`config.mk`:
```
export PLATFORM = sky130hd
export DESIGN_NAME = pmdr_top
export DESIGN_NICKNAME = d
export VERILOG_FILES = /design/src/pmdr_pkg.sv /design/src/pmdr_decode.sv /design/src/pmdr_burst.sv /design/src/pmdr_top.sv
export SDC_FILE = /design/constraint.sdc
export NUM_CORES = 1
export LEC_CHECK = 0
export BUFFER_PORTS_ARGS = -buffer_cell sky130_fd_sc_hd__buf_4
export CAP_MARGIN = 10
export CELL_PAD_IN_SITES_DETAIL_PLACEMENT = 1
export CELL_PAD_IN_SITES_GLOBAL_PLACEMENT = 2
export CORE_AREA = 2 2 185 151
export DETAILED_ROUTE_END_ITERATION = 10
export DIE_AREA = 0 0 187 153
export PLACE_DENSITY = 0.71
export SYNTH_ARGS = -nofsm -noshare
export SYNTH_HDL_FRONTEND = slang
export SYNTH_SLANG_ARGS = --single-unit
```
`constraint.sdc`:
```
create_clock -name clk_sys_i -period 2.35 [get_ports clk_sys_i]
set_clock_uncertainty 0.2 [all_clocks]
set_input_delay 0.1175 -clock clk_sys_i [delete_from_list [all_inputs] [get_ports clk_sys_i]]
set_output_delay 0.1175 -clock clk_sys_i [all_outputs]
set_load 0.005 [all_outputs]
```
`src/pmdr_pkg.sv`:
```
// Purpose: shared constants and types for the dma register block
// Assumes: 32-bit register words, 25 MHz system clock
// Notes:   offsets, field positions and reset values are named here; other files also use them as literals
package pmdr_pkg;
  // ***************************************************************
  // register map
  // ***************************************************************
  localparam logic [7:0] OFS_PCI_ADDR  = 8'h40;
  localparam logic [7:0] OFS_RAM_ADDR  = 8'h44;
  localparam logic [7:0] OFS_CTRL      = 8'h48;
  localparam logic [7:0] BAR2_SPAN_MSK = 8'hff;   // 256-byte io window
  localparam logic [1:0] BE_PCI_ADDR   = 2'h0;
  localparam logic [1:0] BE_RAM_ADDR   = 2'h1;
  localparam logic [1:0] BE_CTRL       = 2'h2;

  // ***************************************************************
  // control word fields
  // ***************************************************************
  localparam int CW_ERR_LO   = 0;
  localparam int CW_DONE     = 2;
  localparam int CW_DIR      = 3;
  localparam int CW_REQ      = 4;
  localparam int CW_EN       = 5;
  localparam int CW_DIRQ_ST  = 6;
  localparam int CW_DIRQ_EN  = 7;
  localparam int CW_XIRQ_ST  = 8;
  localparam int CW_XIRQ_EN  = 9;
  localparam int CW_WIDE     = 10;
  localparam int CW_CYC_LO   = 11;
  localparam int CW_LEN_LO   = 16;
  localparam int CW_BURST_LO = 29;

  // ***************************************************************
  // encodings and reset values
  // ***************************************************************
  localparam logic [2:0]  CYC_MEM    = 3'h0;
  localparam logic [2:0]  CYC_CFG    = 3'h1;
  localparam logic [2:0]  CYC_IACK   = 3'h2;
  localparam logic [2:0]  CYC_IO     = 3'h4;
  localparam logic [1:0]  ERR_NONE   = 2'h0;
  localparam logic [1:0]  ERR_MABORT = 2'h1;
  localparam logic [1:0]  ERR_PARITY = 2'h2;
  localparam logic [1:0]  ERR_TABORT = 2'h3;
  localparam logic [31:0] RST_WORD   = 32'h0000_0000;
  localparam logic [12:0] LEN_MAX    = 13'h1000;  // 1024 dwords in bytes
  localparam logic [31:0] CW_WR_MASK = 32'heffc_3ffb; // writable bits

  typedef enum logic [1:0] {
    PMDR_IDLE  = 2'b00,
    PMDR_BURST = 2'b01,
    PMDR_GAP   = 2'b10
  } pmdr_state_t;

  // register-access request, shared by the pci and backend ports
  typedef struct packed {
    logic        wr;
    logic        rd;
    logic [1:0]  sel;
    logic [31:0] wdata;
  } pmdr_req_t;

  // data-phase report from the protocol engine
  typedef struct packed {
    logic       phase;
    logic       last;
    logic [1:0] err;
  } pmdr_phase_t;
endpackage

```
`src/pmdr_decode.sv`:
```
// Purpose: turn pci config/io or backend accesses into one request
// Assumes: only one access source is active per cycle
// Notes:   io_map selects io space (1) or configuration space (0)
`timescale 1ns/100ps
module pmdr_decode (
  // pci side
  input  wire logic             cfg_sel_i,
  input  wire logic             io_sel_i,
  input  wire logic             pci_wr_i,
  input  wire logic             pci_rd_i,
  input  wire logic [7:0]       pci_addr_i,
  input  wire logic [31:0]      pci_wdata_i,
  // backend side
  input  wire logic             be_cs_i,
  input  wire logic             be_wr_i,
  input  wire logic             be_rd_i,
  input  wire logic [1:0]       be_addr_i,
  input  wire logic [31:0]      be_wdata_i,
  // build choice and result
  input  wire logic             io_map_i,
  output pmdr_pkg::pmdr_req_t   req_o
);
  // ***************************************************************
  // decode
  // ***************************************************************
  function automatic logic [2:0] map_ofs(input logic [7:0] a);
    case (a)
      pmdr_pkg::OFS_PCI_ADDR: map_ofs = {1'b1, pmdr_pkg::BE_PCI_ADDR};
      pmdr_pkg::OFS_RAM_ADDR: map_ofs = {1'b1, pmdr_pkg::BE_RAM_ADDR};
      pmdr_pkg::OFS_CTRL:     map_ofs = {1'b1, pmdr_pkg::BE_CTRL};
      default:                map_ofs = 3'h0;
    endcase
  endfunction

  logic       space_hit;
  logic [2:0] hit;

  assign space_hit = io_map_i ? io_sel_i : cfg_sel_i;
  assign hit = map_ofs(pci_addr_i & pmdr_pkg::BAR2_SPAN_MSK);

  // backend codes; code 11b decodes to nothing
  always_comb begin
    req_o = '0;
    if (be_cs_i) begin
      req_o.wr    = be_wr_i && (be_addr_i != 2'h3);
      req_o.rd    = be_rd_i && (be_addr_i != 2'h3);
      req_o.sel   = be_addr_i;
      req_o.wdata = be_wdata_i;
    end else if (space_hit && hit[2]) begin
      req_o.wr    = pci_wr_i;
      req_o.rd    = pci_rd_i;
      req_o.sel   = hit[1:0];
      req_o.wdata = pci_wdata_i;
    end
  end
endmodule

```
`src/pmdr_burst.sv`:
```
// Purpose: count data phases in the current burst and flag its end
// Assumes: phase pulses come from the protocol engine
// Notes:   zero limit means the whole transfer is one burst
`timescale 1ns/100ps
module pmdr_burst (
  // clock and reset
  input  wire logic       clk_sys_i,
  input  wire logic       rst_n_i,
  // control
  input  wire logic       restart_i,
  input  wire logic       phase_i,
  input  wire logic [2:0] limit_i,
  // status
  output logic            cut_o
);
  logic [6:0] count;
  logic [6:0] cap;

  assign cap = (limit_i == 3'h0) ? 7'h00 : 7'(7'h01 << (limit_i - 3'h1));

  // phase counter, cleared at every new access
  always_ff @(posedge clk_sys_i or negedge rst_n_i) begin
    if (!rst_n_i) begin
      count <= 7'h00;
    end else if (restart_i) begin
      count <= 7'h00;
    end else if (phase_i) begin
      count <= 7'(count + 7'h01);
    end
  end

  assign cut_o = (cap != 7'h00) && phase_i && (7'(count + 7'h01) >= cap);
endmodule

```
`src/pmdr_top.sv`:
```
// Purpose: dma control and status registers of a pci bus master
// Assumes: pci and backend accesses are synchronous to clk_sys_i
// Notes:   the protocol engine reports data phases and aborts back here
`timescale 1ns/100ps

// Contract
// - external irq status sets, write-one clears
// - external irq enable bit gates support
// - width bit selects 64-bit, zero if narrow
// - bits 15..14 read zero, ignore writes
// - cycle type encodings memory/config/iack/io
// - length low two bits always zero
// - length decrements during transfer
// - zero length means 1024 dwords
// - bit 28 reads zero
// - zero burst field means single burst
// - nonzero n limits burst 2**(n-1)
// - io mapping via third bar, 256 bytes
// - registers at 40h, 44h, 48h
// - backend two-bit address selects registers
// - request stays set until done/abort
// - done sets on finish, write zero clears
// - direction one reads pci writes ram
module pmdr_top #(
  parameter bit WIDE_BUS = 1'b0
) (
  // clock and reset
  input  wire logic              clk_sys_i,
  input  wire logic              rst_n_i,
  // pci register access
  input  wire logic              cfg_sel_i,
  input  wire logic              io_sel_i,
  input  wire logic              pci_wr_i,
  input  wire logic              pci_rd_i,
  input  wire logic [7:0]        pci_addr_i,
  input  wire logic [31:0]       pci_wdata_i,
  input  wire logic              io_map_i,
  // backend register access
  input  wire logic              be_cs_i,
  input  wire logic              be_wr_i,
  input  wire logic              be_rd_i,
  input  wire logic [1:0]        be_addr_i,
  input  wire logic [31:0]       be_wdata_i,
  // protocol engine feedback
  input  wire pmdr_pkg::pmdr_phase_t phase_i,
  input  wire logic              outside_irq_in_n,
  // register read data
  output logic [31:0]            rdata_o,
  // engine commands
  output logic                   xfer_go_o,
  output logic                   burst_end_o,
  output logic                   from_pci_o,
  output logic                   wide_o,
  output logic [2:0]             cycle_o,
  output logic [31:0]            pci_addr_o,
  output logic [31:0]            ram_addr_o,
  output logic                   pci_irq_o
);
  // ***************************************************************
  // request decode
  // ***************************************************************
  pmdr_pkg::pmdr_req_t   req;
  pmdr_pkg::pmdr_state_t state;
  logic [31:0] pci_start;
  logic [31:0] ram_start;
  logic [1:0]  err;
  logic        done;
  logic        dir;
  logic        go;
  logic        dma_en;
  logic        dirq_st;
  logic        dirq_en;
  logic        xirq_st;
  logic        xirq_en;
  logic        wide;
  logic [2:0]  cyc;
  logic [11:0] len;
  logic [2:0]  burst;
  logic        cut;
  logic        ctrl_wr;
  logic        finish;
  logic        abort;
  logic [12:0] remain;
  logic [31:0] ctrl_word;

  pmdr_decode u_decode (
    .cfg_sel_i   (cfg_sel_i),
    .io_sel_i    (io_sel_i),
    .pci_wr_i    (pci_wr_i),
    .pci_rd_i    (pci_rd_i),
    .pci_addr_i  (pci_addr_i),
    .pci_wdata_i (pci_wdata_i),
    .be_cs_i     (be_cs_i),
    .be_wr_i     (be_wr_i),
    .be_rd_i     (be_rd_i),
    .be_addr_i   (be_addr_i),
    .be_wdata_i  (be_wdata_i),
    .io_map_i    (io_map_i),
    .req_o       (req)
  );

  pmdr_burst u_burst (
    .clk_sys_i (clk_sys_i),
    .rst_n_i   (rst_n_i),
    .restart_i (state != pmdr_pkg::PMDR_BURST),
    .phase_i   (phase_i.phase && state == pmdr_pkg::PMDR_BURST),
    .limit_i   (burst),
    .cut_o     (cut)
  );

  assign ctrl_wr = req.wr && (req.sel == pmdr_pkg::BE_CTRL);
  assign abort   = phase_i.phase && (phase_i.err == pmdr_pkg::ERR_MABORT ||
                                     phase_i.err == pmdr_pkg::ERR_TABORT);
  assign remain  = (len == 12'h000) ? pmdr_pkg::LEN_MAX : {1'b0, len};
  assign finish  = phase_i.phase && (phase_i.last || remain == 13'h0004);

  // ***************************************************************
  // address registers
  // ***************************************************************
  // low two bits forced zero: dword boundary only
  always_ff @(posedge clk_sys_i or negedge rst_n_i) begin
    if (!rst_n_i) begin
      pci_start <= pmdr_pkg::RST_WORD;
      ram_start <= pmdr_pkg::RST_WORD;
    end else if (req.wr && req.sel == pmdr_pkg::BE_PCI_ADDR) begin
      pci_start <= {req.wdata[31:2], 2'h0};
    end else if (req.wr && req.sel == pmdr_pkg::BE_RAM_ADDR) begin
      ram_start <= {req.wdata[31:2], 2'h0};
    end
  end

  // ***************************************************************
  // control word: plain fields
  // ***************************************************************
  always_ff @(posedge clk_sys_i or negedge rst_n_i) begin
    if (!rst_n_i) begin
      dir     <= 1'b0;
      dma_en  <= 1'b0;
      dirq_en <= 1'b0;
      xirq_en <= 1'b0;
      wide    <= 1'b0;
      cyc     <= pmdr_pkg::CYC_MEM;
      burst   <= 3'h0;
    end else if (ctrl_wr) begin
      dir     <= req.wdata[pmdr_pkg::CW_DIR];
      dma_en  <= req.wdata[pmdr_pkg::CW_EN];
      dirq_en <= req.wdata[pmdr_pkg::CW_DIRQ_EN];
      xirq_en <= req.wdata[pmdr_pkg::CW_XIRQ_EN];
      wide    <= WIDE_BUS & req.wdata[pmdr_pkg::CW_WIDE];
      cyc     <= req.wdata[pmdr_pkg::CW_CYC_LO +: 3];
      burst   <= req.wdata[pmdr_pkg::CW_BURST_LO +: 3];
    end
  end

  // ***************************************************************
  // transfer state
  // ***************************************************************
  always_ff @(posedge clk_sys_i or negedge rst_n_i) begin
    if (!rst_n_i) begin
      state <= pmdr_pkg::PMDR_IDLE;
    end else begin
      case (state)
        pmdr_pkg::PMDR_IDLE: begin
          if (go && dma_en) begin
            state <= pmdr_pkg::PMDR_BURST;
          end
        end
        pmdr_pkg::PMDR_BURST: begin
          if (finish || abort) begin
            state <= pmdr_pkg::PMDR_IDLE;
          end else if (cut) begin
            state <= pmdr_pkg::PMDR_GAP;
          end
        end
        pmdr_pkg::PMDR_GAP: begin
          state <= pmdr_pkg::PMDR_BURST;
        end
        default: begin
          state <= pmdr_pkg::PMDR_IDLE;
        end
      endcase
    end
  end

  // ***************************************************************
  // request, length and error
  // ***************************************************************
  always_ff @(posedge clk_sys_i or negedge rst_n_i) begin
    if (!rst_n_i) begin
      go <= 1'b0;
    end else if (state == pmdr_pkg::PMDR_BURST && (finish || abort)) begin
      go <= 1'b0;
    end else if (ctrl_wr && req.wdata[pmdr_pkg::CW_REQ]) begin
      go <= 1'b1;
    end
  end

  always_ff @(posedge clk_sys_i or negedge rst_n_i) begin
    if (!rst_n_i) begin
      len <= 12'h000;
    end else if (state == pmdr_pkg::PMDR_BURST && phase_i.phase) begin
      len <= 12'(remain - 13'h0004);
    end else if (ctrl_wr) begin
      len <= {req.wdata[27:18], 2'h0};
    end
  end

  always_ff @(posedge clk_sys_i or negedge rst_n_i) begin
    if (!rst_n_i) begin
      err <= pmdr_pkg::ERR_NONE;
    end else if (phase_i.phase && phase_i.err != pmdr_pkg::ERR_NONE) begin
      err <= phase_i.err;
    end else if (ctrl_wr) begin
      err <= req.wdata[pmdr_pkg::CW_ERR_LO +: 2];
    end
  end

  // ***************************************************************
  // sticky status bits: hardware set beats software clear
  // ***************************************************************
  always_ff @(posedge clk_sys_i or negedge rst_n_i) begin
    if (!rst_n_i) begin
      done    <= 1'b0;
      dirq_st <= 1'b0;
    end else if (state == pmdr_pkg::PMDR_BURST && finish) begin
      done    <= 1'b1;
      dirq_st <= 1'b1;
    end else if (ctrl_wr) begin
      if (!req.wdata[pmdr_pkg::CW_DONE]) begin
        done <= 1'b0;
      end
      if (req.wdata[pmdr_pkg::CW_DIRQ_ST]) begin
        dirq_st <= 1'b0;
      end
    end
  end

  always_ff @(posedge clk_sys_i or negedge rst_n_i) begin
    if (!rst_n_i) begin
      xirq_st <= 1'b0;
    end else if (!outside_irq_in_n) begin
      xirq_st <= 1'b1;
    end else if (ctrl_wr && req.wdata[pmdr_pkg::CW_XIRQ_ST]) begin
      xirq_st <= 1'b0;
    end
  end

  // ***************************************************************
  // read back and outputs
  // ***************************************************************
  // bits 15..14 zero
  assign ctrl_word = {burst, 1'b0, len, 2'h0, cyc, wide, xirq_en, xirq_st,
                      dirq_en, dirq_st, dma_en, go, dir, done, err}
                     & pmdr_pkg::CW_WR_MASK | {29'h0, done, 2'h0};

  always_ff @(posedge clk_sys_i or negedge rst_n_i) begin
    if (!rst_n_i) begin
      rdata_o <= pmdr_pkg::RST_WORD;
    end else if (req.rd) begin
      case (req.sel)
        pmdr_pkg::BE_PCI_ADDR: rdata_o <= pci_start;
        pmdr_pkg::BE_RAM_ADDR: rdata_o <= ram_start;
        pmdr_pkg::BE_CTRL:     rdata_o <= ctrl_word;
        default:               rdata_o <= pmdr_pkg::RST_WORD;
      endcase
    end
  end

  // engine command outputs, registered
  always_ff @(posedge clk_sys_i or negedge rst_n_i) begin
    if (!rst_n_i) begin
      xfer_go_o   <= 1'b0;
      burst_end_o <= 1'b0;
      from_pci_o  <= 1'b0;
      wide_o      <= 1'b0;
      cycle_o     <= pmdr_pkg::CYC_MEM;
      pci_addr_o  <= pmdr_pkg::RST_WORD;
      ram_addr_o  <= pmdr_pkg::RST_WORD;
      pci_irq_o   <= 1'b0;
    end else begin
      xfer_go_o   <= (state == pmdr_pkg::PMDR_BURST);
      burst_end_o <= cut;
      from_pci_o  <= dir;
      wide_o      <= wide;
      cycle_o     <= cyc;
      pci_addr_o  <= pci_start;
      ram_addr_o  <= ram_start;
      pci_irq_o   <= (xirq_st && xirq_en) || (dirq_st && dirq_en);
    end
  end
endmodule

```
==> results of run 1 <==
==> worst min-delay path: cells and delay by family <==
family | cells | cell delay [ns]
AOI/OAI and AO/OA | 1 | 0.12
buffers and inverters | 1 | 0.08
and+or+nand+nor | 2 | 0.32
==> through the flow <==
step | cells | hold slack [ns] | power (mW)
final | 1379 | 0.03104 | 9.677
after global routing | 1379 | 0.03622 | 10.26
after CTS | 1372 | 0.006719 | 9.785
after detailed placement | 1268 | -0.07742 | 6.612
after global placement | 1268 | -0.08174 | 6.560
after floorplan | 709 | -0.3781 | 5.318
==> cell families after synthesis <==
family / synth area share [%]
AOI/OAI and AO/OA: 18.05
xor gates and xnor gates: 1.216
adders and majority gates: 1.737
buffers and inverters: 4.123
DFF: 61.92
muxes: 3.665
other: 0.04734
and+or+nand+nor: 9.240
==> routing by layer <==
layer,up-vias,part of all wire (%),track usage [%]
li1,3101,-,-
met2,154,47,30.52
met1,3369,47,26.13
met5,-,0,0
met4,0,1.7,5.820
met3,29,4.1,3.927
==> power by group <==
part / switching (mW) / internal, mW / total (mW)
combinational: 1.01 / 1.13 / 2.14
clock: 1.50 / 1.54 / 3.04
sequential: 0.456 / 4.04 / 4.50
total: 2.97 / 6.71 / 9.68
==> area by class of cell <==
cell class,count,area [um^2],share of cell area (%)
timing repair buffer,325,2759,23.71
sequential,196,4910,42.20
inverter,25,93.84,0.8065
clock inverter,15,192.7,1.656
clock buffer,17,425.4,3.656
multi-input combinational,437,2799,24.06
tap,364,455.4,3.914
==> how the worst min path moves through the flow <==
stage,to,from,slack [ns]
floorplan,burst[0]$_DFFE_PN0P_,rst_n_i,-0.38
detailed placement,pci_addr_o[24]$_DFF_PN0_,rst_n_i,-0.08
global route,pci_start[27]$_DFFE_PN0N_,be_wdata_i[27],0.04
global placement,pci_addr_o[22]$_DFF_PN0_,rst_n_i,-0.08
finish,len[10]$_DFFE_PN0P_,be_wdata_i[26],0.03
CTS,pci_start[27]$_DFFE_PN0N_,be_wdata_i[27],0.007
==> state kept, by name, indices dropped and copies added, names as in the netlist, 2 cells and up <==
| name | cells |
|---|---|
| ram_start | 30 |
| len | 12 |
| err | 2 |
| pci_start | 30 |
| rdata_o | 32 |
| state | 2 |
| cyc | 3 |
| cycle_o | 3 |
| u_burst.count | 7 |
| burst | 3 |
| pci_addr_o | 30 |
| ram_addr_o | 30 |
==> cell usage in the layout (no fill, tap or decap), types with 2 or more instances in the layout <==
cell type | netlist | layout
a211oi_1 | 4 | 3
and3_1 | 2 | 2
a221oi_1 | 4 | 4
nand4_1 | 4 | 4
nand2b_1 | 9 | 9
inv_6 | 0 | 4
nand2_1 | 59 | 59
a21oi_1 | 37 | 37
nor2_2 | 0 | 2
inv_8 | 0 | 2
xor2_1 | 6 | 6
buf_4 | 6 | 241
buf_6 | 1 | 2
clkinvlp_4 | 0 | 2
clkinv_8 | 0 | 5
ha_1 | 11 | 10
a21o_1 | 6 | 6
nor3_1 | 9 | 9
nor2_1 | 43 | 40
o21ai_1 | 2 | 3
o41a_1 | 2 | 2
a22oi_1 | 36 | 36
nor4_1 | 2 | 2
xnor2_1 | 5 | 5
conb_1 | 1 | 5
nand3_1 | 14 | 12
clkbuf_16 | 0 | 17
o21a_1 | 2 | 2
inv_1 | 25 | 25
and2_1 | 6 | 6
dfrtp_1 | 196 | 192
buf_12 | 0 | 10
o22ai_1 | 2 | 2
dlygate4sd3_1 | 0 | 70
o221ai_1 | 24 | 24
mux2i_1 | 29 | 29
dfrtp_2 | 0 | 4
o21ai_0 | 87 | 85
or3_1 | 5 | 5
==> repair_timing <==
item,in CTS,in global routing
hold endpoints to repair,286,0
gates resized for setup,1,17
setup buffers,0,8
endpoints found under the setup margin,1,45
pin swaps,0,3
hold buffers,72,0
==> metrics.md, run 1 <==
| Metric | Value |
|---|---|
| Port Buf Inserts | 187 |
| Crit share post-route | 95.61% |
| Critical path's largest stage delay | 0.64 ns |
| Pwr dens | 831.8 nW/um^2 |
| Fill cell count | 2922 |
| Post-synth EDFFs | 0 |
| Fin. max-slew vios | 0 |
| Worst Reg-to-Reg Cells | 9 |
| Initial detailed-routing violation count | 335 |
| Placement Setup Slack | -0.2315 ns |
| Origin of the critical flop-to-flop path | u_burst.count[0]$_DFFE_PN0P_ |
| Relative slew slack | 21.79% |
| Final Hold Fails | 0 |
| Initial antenna violation count | 0 |
| Number of global-route vias before repair | 7166 |
| Root Buffer | clkbuf_16 |
| Worst hold path type | in -> reg |
| R2R setup slack | 0.12 ns |
| Leading area contributor after synthesis | dfrtp_1 |
| Post-DP HPWL | 17.99 mm |
| Yosys cell types | 53 |
| Post-Syn Area | 7921 um^2 |
| Critical path's slowest cell | dlygate4sd3_1 |
| First-pass GRT wire length | 42.09 mm |
| Crit path cell chain | buf_4, or4b_4, a2111oi_4, buf_6, a22oi_1, dlygate4sd3_1, o21ai_0 |
| Total CTS buffers | 17 |
| CP endpoint | ram_start[26]$_DFFE_PN0P_ |
| Worst Hold Depth | 4 |
| Prevailing post-synth register cell | dfrtp_1 |
| Most frequent cell after synthesis | dfrtp_1 |
| Slew @ Worst Pin | 1.170 ns |
| YS warnings | 0 |
| Crit path buf inv count | 3 |
| Clock-pin slew on the worst setup and hold paths | 0.07 ns |
| Core footprint | 26820 um^2 |
| Vias | 6653 |
| Status | finished, final reports clean |
| Layout Nets | 1102 |
| Cell family with most CP delay | buffers and inverters |
| Max-cap violations | 0 |
| Seq cells post-synth | 196 |
| Yosys top cell area share | 61.92% |
| Capturing point of the worst reg2reg path | state[1]$_DFFE_PN0P_ |
| Final worst slack | 0.1032 ns |
| Fraction of registers with async set/reset | 100.0% |
| Seq/Total Area, Yosys | 61.92% |
| Routed WL | 26.54 mm |
| CP Capture Type | flip-flop |
| Placement-stage cell area | 10170 um^2 |
| Largest net degree at the start of global routing | 49 |
| F_max | 445.1 MHz |
| Critical path class | in -> reg |
| Layout cells sized above 1 | 30.34% |
| GRT overflow | 0 |
| CP arrival | 2.42 ns |
| Chip Width | 187 um |
| Synthesis-to-layout area growth | 46.88% |
| CP Launch Point | pci_addr_i[5] |
| Full die area | 28610 um^2 |
| I/O Pins | 193 |
| Sink Count | 196 |
| Peak supply drop | 0.0005519 V |
| Layout Utilization | 43.38% |
| GPL Wtd Cong | 0.8380 |
| Avg Inst Size Synth | 11.24 um^2 |
| Largest cells by area after synthesis | dfrtp_1 62%, o21ai_0 5.5%, mux2i_1 3.7% |
| DR WL/cell | 19.24 um |
| # diodes | 0 |
| Setup TNS | 0 ns |
| Worst path depth | 7 |
| GRT Total Usage | 19.08% |
| Detail Route Antenna Nets | 0 |
| Setup violations, final | 0 |
| Post-Synthesis Cells | 705 |
| CTS tree | yes |
| Design Area, Final | 11630 um^2 |
| Lkg Pwr | 5.445 nW |
| CP Max Fanout | 12 |
| Startpoint types | primary input |
| Starting Density | 29.53% |
| Drc violations | 0 |
| Leading cell types by count after synthesis | 196 x dfrtp_1, 87 x o21ai_0, 59 x nand2_1, 43 x nor2_1, 37 x a21oi_1 |
| Final min period | 2.247 ns |
| Data required, critical path | 2.52 ns |
| Largest buffer count on any clock path | 2 |
| Via/cell ratio | 4.825 |
| Pre-antenna DRT Iters | 4 |
| H-Tree Level Count | 4 |
| FP Rows | 54 |
| Clock Latency Late Sink | 0.45 ns |
| Die height | 153 um |
(Power assumes the default switching activity.)
==> inputs of run 2 (changes only) <==
==> constraint.sdc (replaced) <==
create_clock -name clk_sys_i -period 2.35 [get_ports clk_sys_i]
set_clock_uncertainty 0.2 [all_clocks]
set_input_delay 0.235 -clock clk_sys_i [delete_from_list [all_inputs] [get_ports clk_sys_i]]
set_output_delay 0.235 -clock clk_sys_i [all_outputs]
set_load 0.005 [all_outputs]
==> run 2 against run 1 <==
Effect of this change: via count decreased by 0.87%; cell count decreased by 2.2%; design area decreased by 2.3%; count of clock-buffer cells in the layout unchanged; core utilization decreased by 1.0 points; sequential cell count unchanged; critical path depth increased by 3; worst hold slack got worse by 0.027 ns; combinational power about the same; largest cell class unchanged.
==> metrics.md, run 2 (synthesis results as in run 1) <==
| Metric | Value |
|---|---|
| Status | finished, final reports clean |
| Startpoint types | flip-flop |
| Layout cells sized above 1 | 30.05% (-0.29 points) |
| Peak supply drop | 0.0005270 V (-4.5%) |
| DP Cell Count | 1269 (+0.079%) |
| Worst path depth | 10 (+3) |
| CP Launch Point | u_burst.count[1]$_DFFE_PN0P_ |
| First-pass GRT wire length | 42.29 mm (+0.48%) |
| Core footprint | 26820 um^2 (unchanged) |
| FP Rows | 54 (unchanged) |
| GRT overflow | 0 (unchanged) |
| GPL Wtd Cong | 0.7755 (-7.5%) |
| Sink Count | 196 (unchanged) |
| CP Capture Type | flip-flop |
| Final Hold Fails | 0 (unchanged) |
| GRT Total Usage | 19.24% (+0.16 points) |
| Synthesis-to-layout area growth | 43.48% |
| Max reg flops | 32 (unchanged) |
| Crit path cell chain | ha_2, nand3_2, nor2_2, xor2_1, ha_1, nand4_1, a21o_1, a31oi_1, buf_4, and3_1 |
| Initial antenna violation count | 0 (unchanged) |
| CTS tree | yes |
| Fin. max-slew vios | 0 (unchanged) |
| Critical path class | reg -> reg |
| Detail Route Antenna Nets | 0 (unchanged) |
| Crit share post-route | 95.24% (-0.37 points) |
| Worst Reg-to-Reg Cells | 10 (+1) |
| F_max | 446.8 MHz (+0.39%) |
| Placement Setup Slack | -0.2238 ns (+0.007725 ns) |
| Hold path start | be_wdata_i[25] |
| DR WL/cell | 19.92 um (+3.5%) |
| Full die area | 28610 um^2 (unchanged) |
| Initial detailed-routing violation count | 278 (-17%) |
| Port Buf Inserts | 187 (unchanged) |
| Critical path's slowest cell | dfrtp_1 |
| Final min period | 2.238 ns (-0.008630 ns) |
| Drc violations | 0 (unchanged) |
| Total CTS buffers | 17 (unchanged) |
| Capturing point of the worst reg2reg path | state[1]$_DFFE_PN0P_ |
| Cell family with most CP delay | adder cells |
| Die height | 153 um (unchanged) |
| Max-cap violations | 0 (unchanged) |
| Root Buffer | clkbuf_16 |
| Relative slew slack | 62.46% (+41 points) |
| Final worst slack | 0.1118 ns (+0.008630 ns) |
| Chip Width | 187 um (unchanged) |
| # diodes | 0 (unchanged) |
| Data required, critical path | 2.52 ns (about the same) |
| Starting Density | 29.53% (unchanged) |
| Largest buffer count on any clock path | 2 (unchanged) |
| Number of global-route vias before repair | 7065 (-1.4%) |
| Design Area, Final | 11370 um^2 (-2.3%) |
| CP Max Fanout | 4 (-8) |
| # Post-CTS Setup Buffers | 0 (unchanged) |
| Clock-pin slew on the worst setup and hold paths | 0.08 ns (about the same) |
| CP arrival | 2.41 ns (about the same) |
| Routed WL | 26.87 mm (+1.3%) |
| R2R setup slack | 0.11 ns (about the same) |
| Clock Latency Late Sink | 0.44 ns (about the same) |
| Critical path's largest stage delay | 0.42 ns (-0.22 ns) |
| Leading cell type in the layout, fill and taps excluded | buf_4 |
| Multi-input logic area | 2784 um^2 (-0.54%) |
| Placement-stage cell area | 10230 um^2 (+0.63%) |
| Layout Utilization | 42.37% (-1.0 points) |
| Crit path buf inv count | 1 (-2) |
| Via/cell ratio | 4.889 (+1.3%) |
| Non-Filler Instances | 1349 (-2.2%) |
| H-Tree Level Count | 4 (unchanged) |
| FF+latch area | 4905 um^2 (-0.10%) |
| Worst hold path type | in -> reg |
| Pwr dens | 853.0 nW/um^2 (+2.6%) |
| Fill cell count | 2966 (+1.5%) |
| Worst Hold Depth | 3 (-1) |
| Lkg Pwr | 5.355 nW (-1.6%) |
| Slew @ Worst Pin | 0.5632 ns (-0.6072 ns) |
| Setup violations, final | 0 (unchanged) |
| CP endpoint | state[1]$_DFFE_PN0P_ |
| Largest Register | rdata_o |
| Layout Nets | 1073 (-2.6%) |
| I/O Pins | 193 (unchanged) |
| Post-DP HPWL | 18.28 mm (+1.6%) |
| Most frequent cells in the layout | 233 x buf_4, 196 x dfrtp_1, 86 x o21ai_0 |
| Vias | 6595 (-0.87%) |
| Pre-antenna DRT Iters | 4 (unchanged) |
| Origin of the critical flop-to-flop path | u_burst.count[1]$_DFFE_PN0P_ |
| Largest net degree at the start of global routing | 68 (+39%) |
-- run 2: cell types whose count changed in the layout (fill, tap and decap cells not counted), moves of 2 or more --
cell / previous run / this run
clkinv_8: 5 / 2
inv_8: 2 / 4
buf_6: 2 / 0
buf_12: 10 / 13
dfrtp_1: 192 / 196
buf_4: 241 / 233
dlygate4sd3_1: 70 / 49
dfrtp_2: 4 / 0
-- run 2: cell type report --
cell class                      count  area share [%]
Timing Repair Buffer              296           22.12
Multi-Input combinational cell    437           24.49
Inverter                           25          0.8256
Clock inverter                     14           1.662
Tap cell                          364           4.007
Clock buffer                       17           3.743
Sequential cell                   196           43.15
-- run 2: timing repair --
action	CTS	global route
endpoints found under the setup margin	0	4
gates resized for setup	0	7
hold endpoints to repair	114	0
hold buffers	49	0
-- run 2: power breakdown --
group	switching (mW)	internal [mW]
Clock	1.46	1.63
Sequential	0.456	4.04
Combinational	1.01	1.10
Total	2.93	6.77
-- run 2: worst min-delay path, cell delays in order --
cell	delay [ns]
buf_4	0.08
a22oi_1	0.13
a21oi_1	0.17
-- run 2: worst min path at each step --
| stage | endpoint | slack, ns |
|---|---|---|
| after floorplan | burst[0]$_DFFE_PN0P_ | -0.26 |
| after global placement | pci_addr_o[22]$_DFF_PN0_ | 0.09 |
| after detailed placement | ram_addr_o[22]$_DFF_PN0_ | 0.08 |
| after CTS | pci_start[31]$_DFFE_PN0N_ | 0.002 |
| after global routing | dir$_DFFE_PN0P_ | 0.03 |
| final | pci_start[25]$_DFFE_PN0N_ | 0.004 |
-- run 2: per-stage QoR --
stage | hold WS, ns | total power [mW] | TNS [ns]
final | 0.004309 | 9.695 | 0
after global routing | 0.03336 | 10.25 | -0.01409
after CTS | 0.001842 | 9.823 | 0
after detailed placement | 0.08470 | 6.618 | -15.15
after global placement | 0.09103 | 6.567 | -10.85
after floorplan | -0.2606 | 5.318 | -0.005382
-- run 2: routing by layer --
metal | up-vias | track usage [%] | part of all wire, % | wire length, um
li1 | 3037 | - | - | -
met1 | 3389 | 27.74 | 48 | 12960
met2 | 155 | 30.20 | 46 | 12340
met3 | 14 | 3.766 | 5.2 | 1393
met4 | 0 | 3.893 | 0.65 | 174
met5 | - | 0 | 0 | 0
==> inputs of run 3 (changes only) <==
- HOLD_SLACK_MARGIN: default -> 0.15
- PLACE_DENSITY: 0.71 -> default
- PLACE_DENSITY_LB_ADDON: default -> 0.1
==> run 3 against run 2 <==
Effect of this change: clock power down 3%; worst hold slack better by 0.16 ns; via count up 0.86%; global-route usage down 0.27 points; sequential power about the same.
==> metrics.md, run 3 (synthesis results as in run 1) <==
| Metric | Value |
|---|---|
| Worst Reg-to-Reg Cells | 9 (-1) |
| Final min period | 2.220 ns (-0.01840 ns) |
| Final Hold Fails | 0 (unchanged) |
| Startpoint types | flip-flop |
| Clock Latency Late Sink | 0.44 ns (about the same) |
| Max reg flops | 32 (unchanged) |
| Setup violations, final | 0 (unchanged) |
| Crit share post-route | 94.46% (-0.78 points) |
| Clock-pin slew on the worst setup and hold paths | 0.08 ns (about the same) |
| Leading cell type in the layout, fill and taps excluded | buf_4 |
| GRT overflow | 0 (unchanged) |
| Post-DP HPWL | 18.34 mm (+0.34%) |
| Critical path's largest stage delay | 0.39 ns (-0.03 ns) |
| H-Tree Level Count | 4 (unchanged) |
| CP Capture Type | flip-flop |
| Most frequent cells in the layout | 229 x buf_4, 195 x dfrtp_1, 86 x o21ai_0 |
| Lkg Pwr | 5.426 nW (+1.3%) |
| DR WL/cell | 19.46 um (-2.3%) |
| Full die area | 28610 um^2 (unchanged) |
| Chip Width | 187 um (unchanged) |
| Relative slew slack | 60.36% (-2.1 points) |
| Root Buffer | clkbuf_16 |
| Placement-stage cell area | 10200 um^2 (-0.29%) |
| Data required, critical path | 2.47 ns (-0.05 ns) |
| Design Area, Final | 11540 um^2 (+1.5%) |
| FP Rows | 54 (unchanged) |
| Critical path's slowest cell | dfrtp_1 |
| CP arrival | 2.33 ns (-0.08 ns) |
| Number of global-route vias before repair | 7243 (+2.5%) |
| Core footprint | 26820 um^2 (unchanged) |
| R2R setup slack | 0.13 ns (+0.02 ns) |
| Layout Nets | 1090 (+1.6%) |
| Initial antenna violation count | 1 (+1) |
| Layout cells sized above 1 | 29.11% (-0.94 points) |
| Initial detailed-routing violation count | 263 (-5.4%) |
| Starting Density | 29.53% (unchanged) |
| # Post-CTS Setup Buffers | 0 (unchanged) |
| CP Max Fanout | 3 (-1) |
| Max-cap violations | 0 (unchanged) |
| Synthesis-to-layout area growth | 45.66% |
| Worst hold path type | in -> async |
| Fin. max-slew vios | 0 (unchanged) |
| Largest net degree at the start of global routing | 69 (+1.5%) |
| GPL Wtd Cong | 0.7912 (+2.0%) |
| Vias | 6652 (+0.86%) |
| CP dominant cell by count | ha_1 |
| Detail Route Antenna Nets | 0 (unchanged) |
| Total CTS buffers | 17 (unchanged) |
| I/O Pins | 193 (unchanged) |
| Die height | 153 um (unchanged) |
| Peak supply drop | 0.0005019 V (-4.8%) |
| First-pass GRT wire length | 41.96 mm (-0.79%) |
| Fill cell count | 2925 (-1.4%) |
| Port Buf Inserts | 187 (unchanged) |
| Largest Register | rdata_o |
| Placement Setup Slack | -0.2511 ns (-0.02725 ns) |
| Via/cell ratio | 4.863 (-0.54%) |
| Pwr dens | 832.7 nW/um^2 (-2.4%) |
| Status | finished, final reports clean |
| Final worst slack | 0.1302 ns (+0.01840 ns) |
| Crit path cell chain | ha_1, nand3_2, nor2_2, xor2_1, ha_1, nand4_1, a21o_1, a31oi_4, o22ai_1 |
| Routed WL | 26.62 mm (-0.92%) |
| CTS tree | yes |
| Sink Count | 196 (unchanged) |
| Slew @ Worst Pin | 0.5945 ns (+0.03137 ns) |
| F_max | 450.5 MHz (+0.83%) |
| Critical path class | reg -> reg |
| GRT Total Usage | 18.97% (-0.27 points) |
| Drc violations | 0 (unchanged) |
| Pre-antenna DRT Iters | 4 (unchanged) |
| Largest buffer count on any clock path | 2 (unchanged) |
-- run 3: cell count changes in the layout (fill, tap and decap cells not counted), moves of 2 or more --
cell and delta:
dlygate4sd3_1 +21, buf_4 -4, bufinv_16 -2, inv_12 +2
-- run 3: worst paths after layout --
path	startpoint	end
min reg2reg	ram_start[7]$_DFFE_PN0P_	ram_addr_o[7]$_DFF_PN0_
max in group asynchronous	rst_n_i	len[9]$_DFFE_PN0P_
min	rst_n_i	cyc[2]$_DFFE_PN0P_
max reg2reg	u_burst.count[0]$_DFFE_PN0P_	state[0]$_DFFE_PN0P_
max	u_burst.count[0]$_DFFE_PN0P_	state[0]$_DFFE_PN0P_
min in group clk_sys_i	pci_wdata_i[22]	pci_start[22]$_DFFE_PN0N_
-- run 3: where the power goes --
part           switching (mW)  internal [mW]
sequential              0.461           4.04
combinational            1.01           1.12
clock                    1.52           1.45
-- run 3: area by class of cell --
| cell class | count | area [um^2] | area share [%] |
|---|---|---|---|
| diodes | 1 | 2.502 | 0.02169 |
| clock buffers | 17 | 425.4 | 3.687 |
| clock inverters | 15 | 176.4 | 1.529 |
| inverters | 25 | 93.84 | 0.8133 |
| multi-input cells | 437 | 2785 | 24.14 |
| flip-flops and latches | 196 | 4906 | 42.52 |
| well taps | 364 | 455.4 | 3.947 |
| repair buffers | 313 | 2694 | 23.35 |
-- run 3: stage by stage --
step	setup TNS, ns	utilization (%)	total power [mW]	hold WS, ns	instances
after detailed placement	-15.78	38.03	6.630	0.09633	1265
after global placement	-9.394	38.03	6.540	0.08471	1265
after global routing	-0.01078	43.02	10.18	0.1915	1368
after CTS	0	42.93	9.743	0.1693	1367
after floorplan	-0.005382	-	5.318	-0.2606	709
final	0	43.02	9.608	0.1609	1368
-- run 3: metal layers --
layer	track usage, %	vias up	wire, um
li1	-	3076	-
met4	3.250	0	213
met1	25.83	3418	12320
met5	0	-	0
met3	4.087	15	1126
met2	31.58	143	12960
-- run 3: timing repair --
action	in CTS	in global routing
endpoints found under the setup margin	3	3
hold buffers	70	0
pin swaps	0	2
gates resized for setup	2	5
endpoints found under the hold margin	289	0
-- run 3: worst max-delay path, delay by kind of cell (launching register included) --
family,cells,cell delay [ns]
compound gates,3,0.51
xor+xnor,1,0.15
fa+ha+maj,2,0.57
flops,1,0.39
simple gates,3,0.28
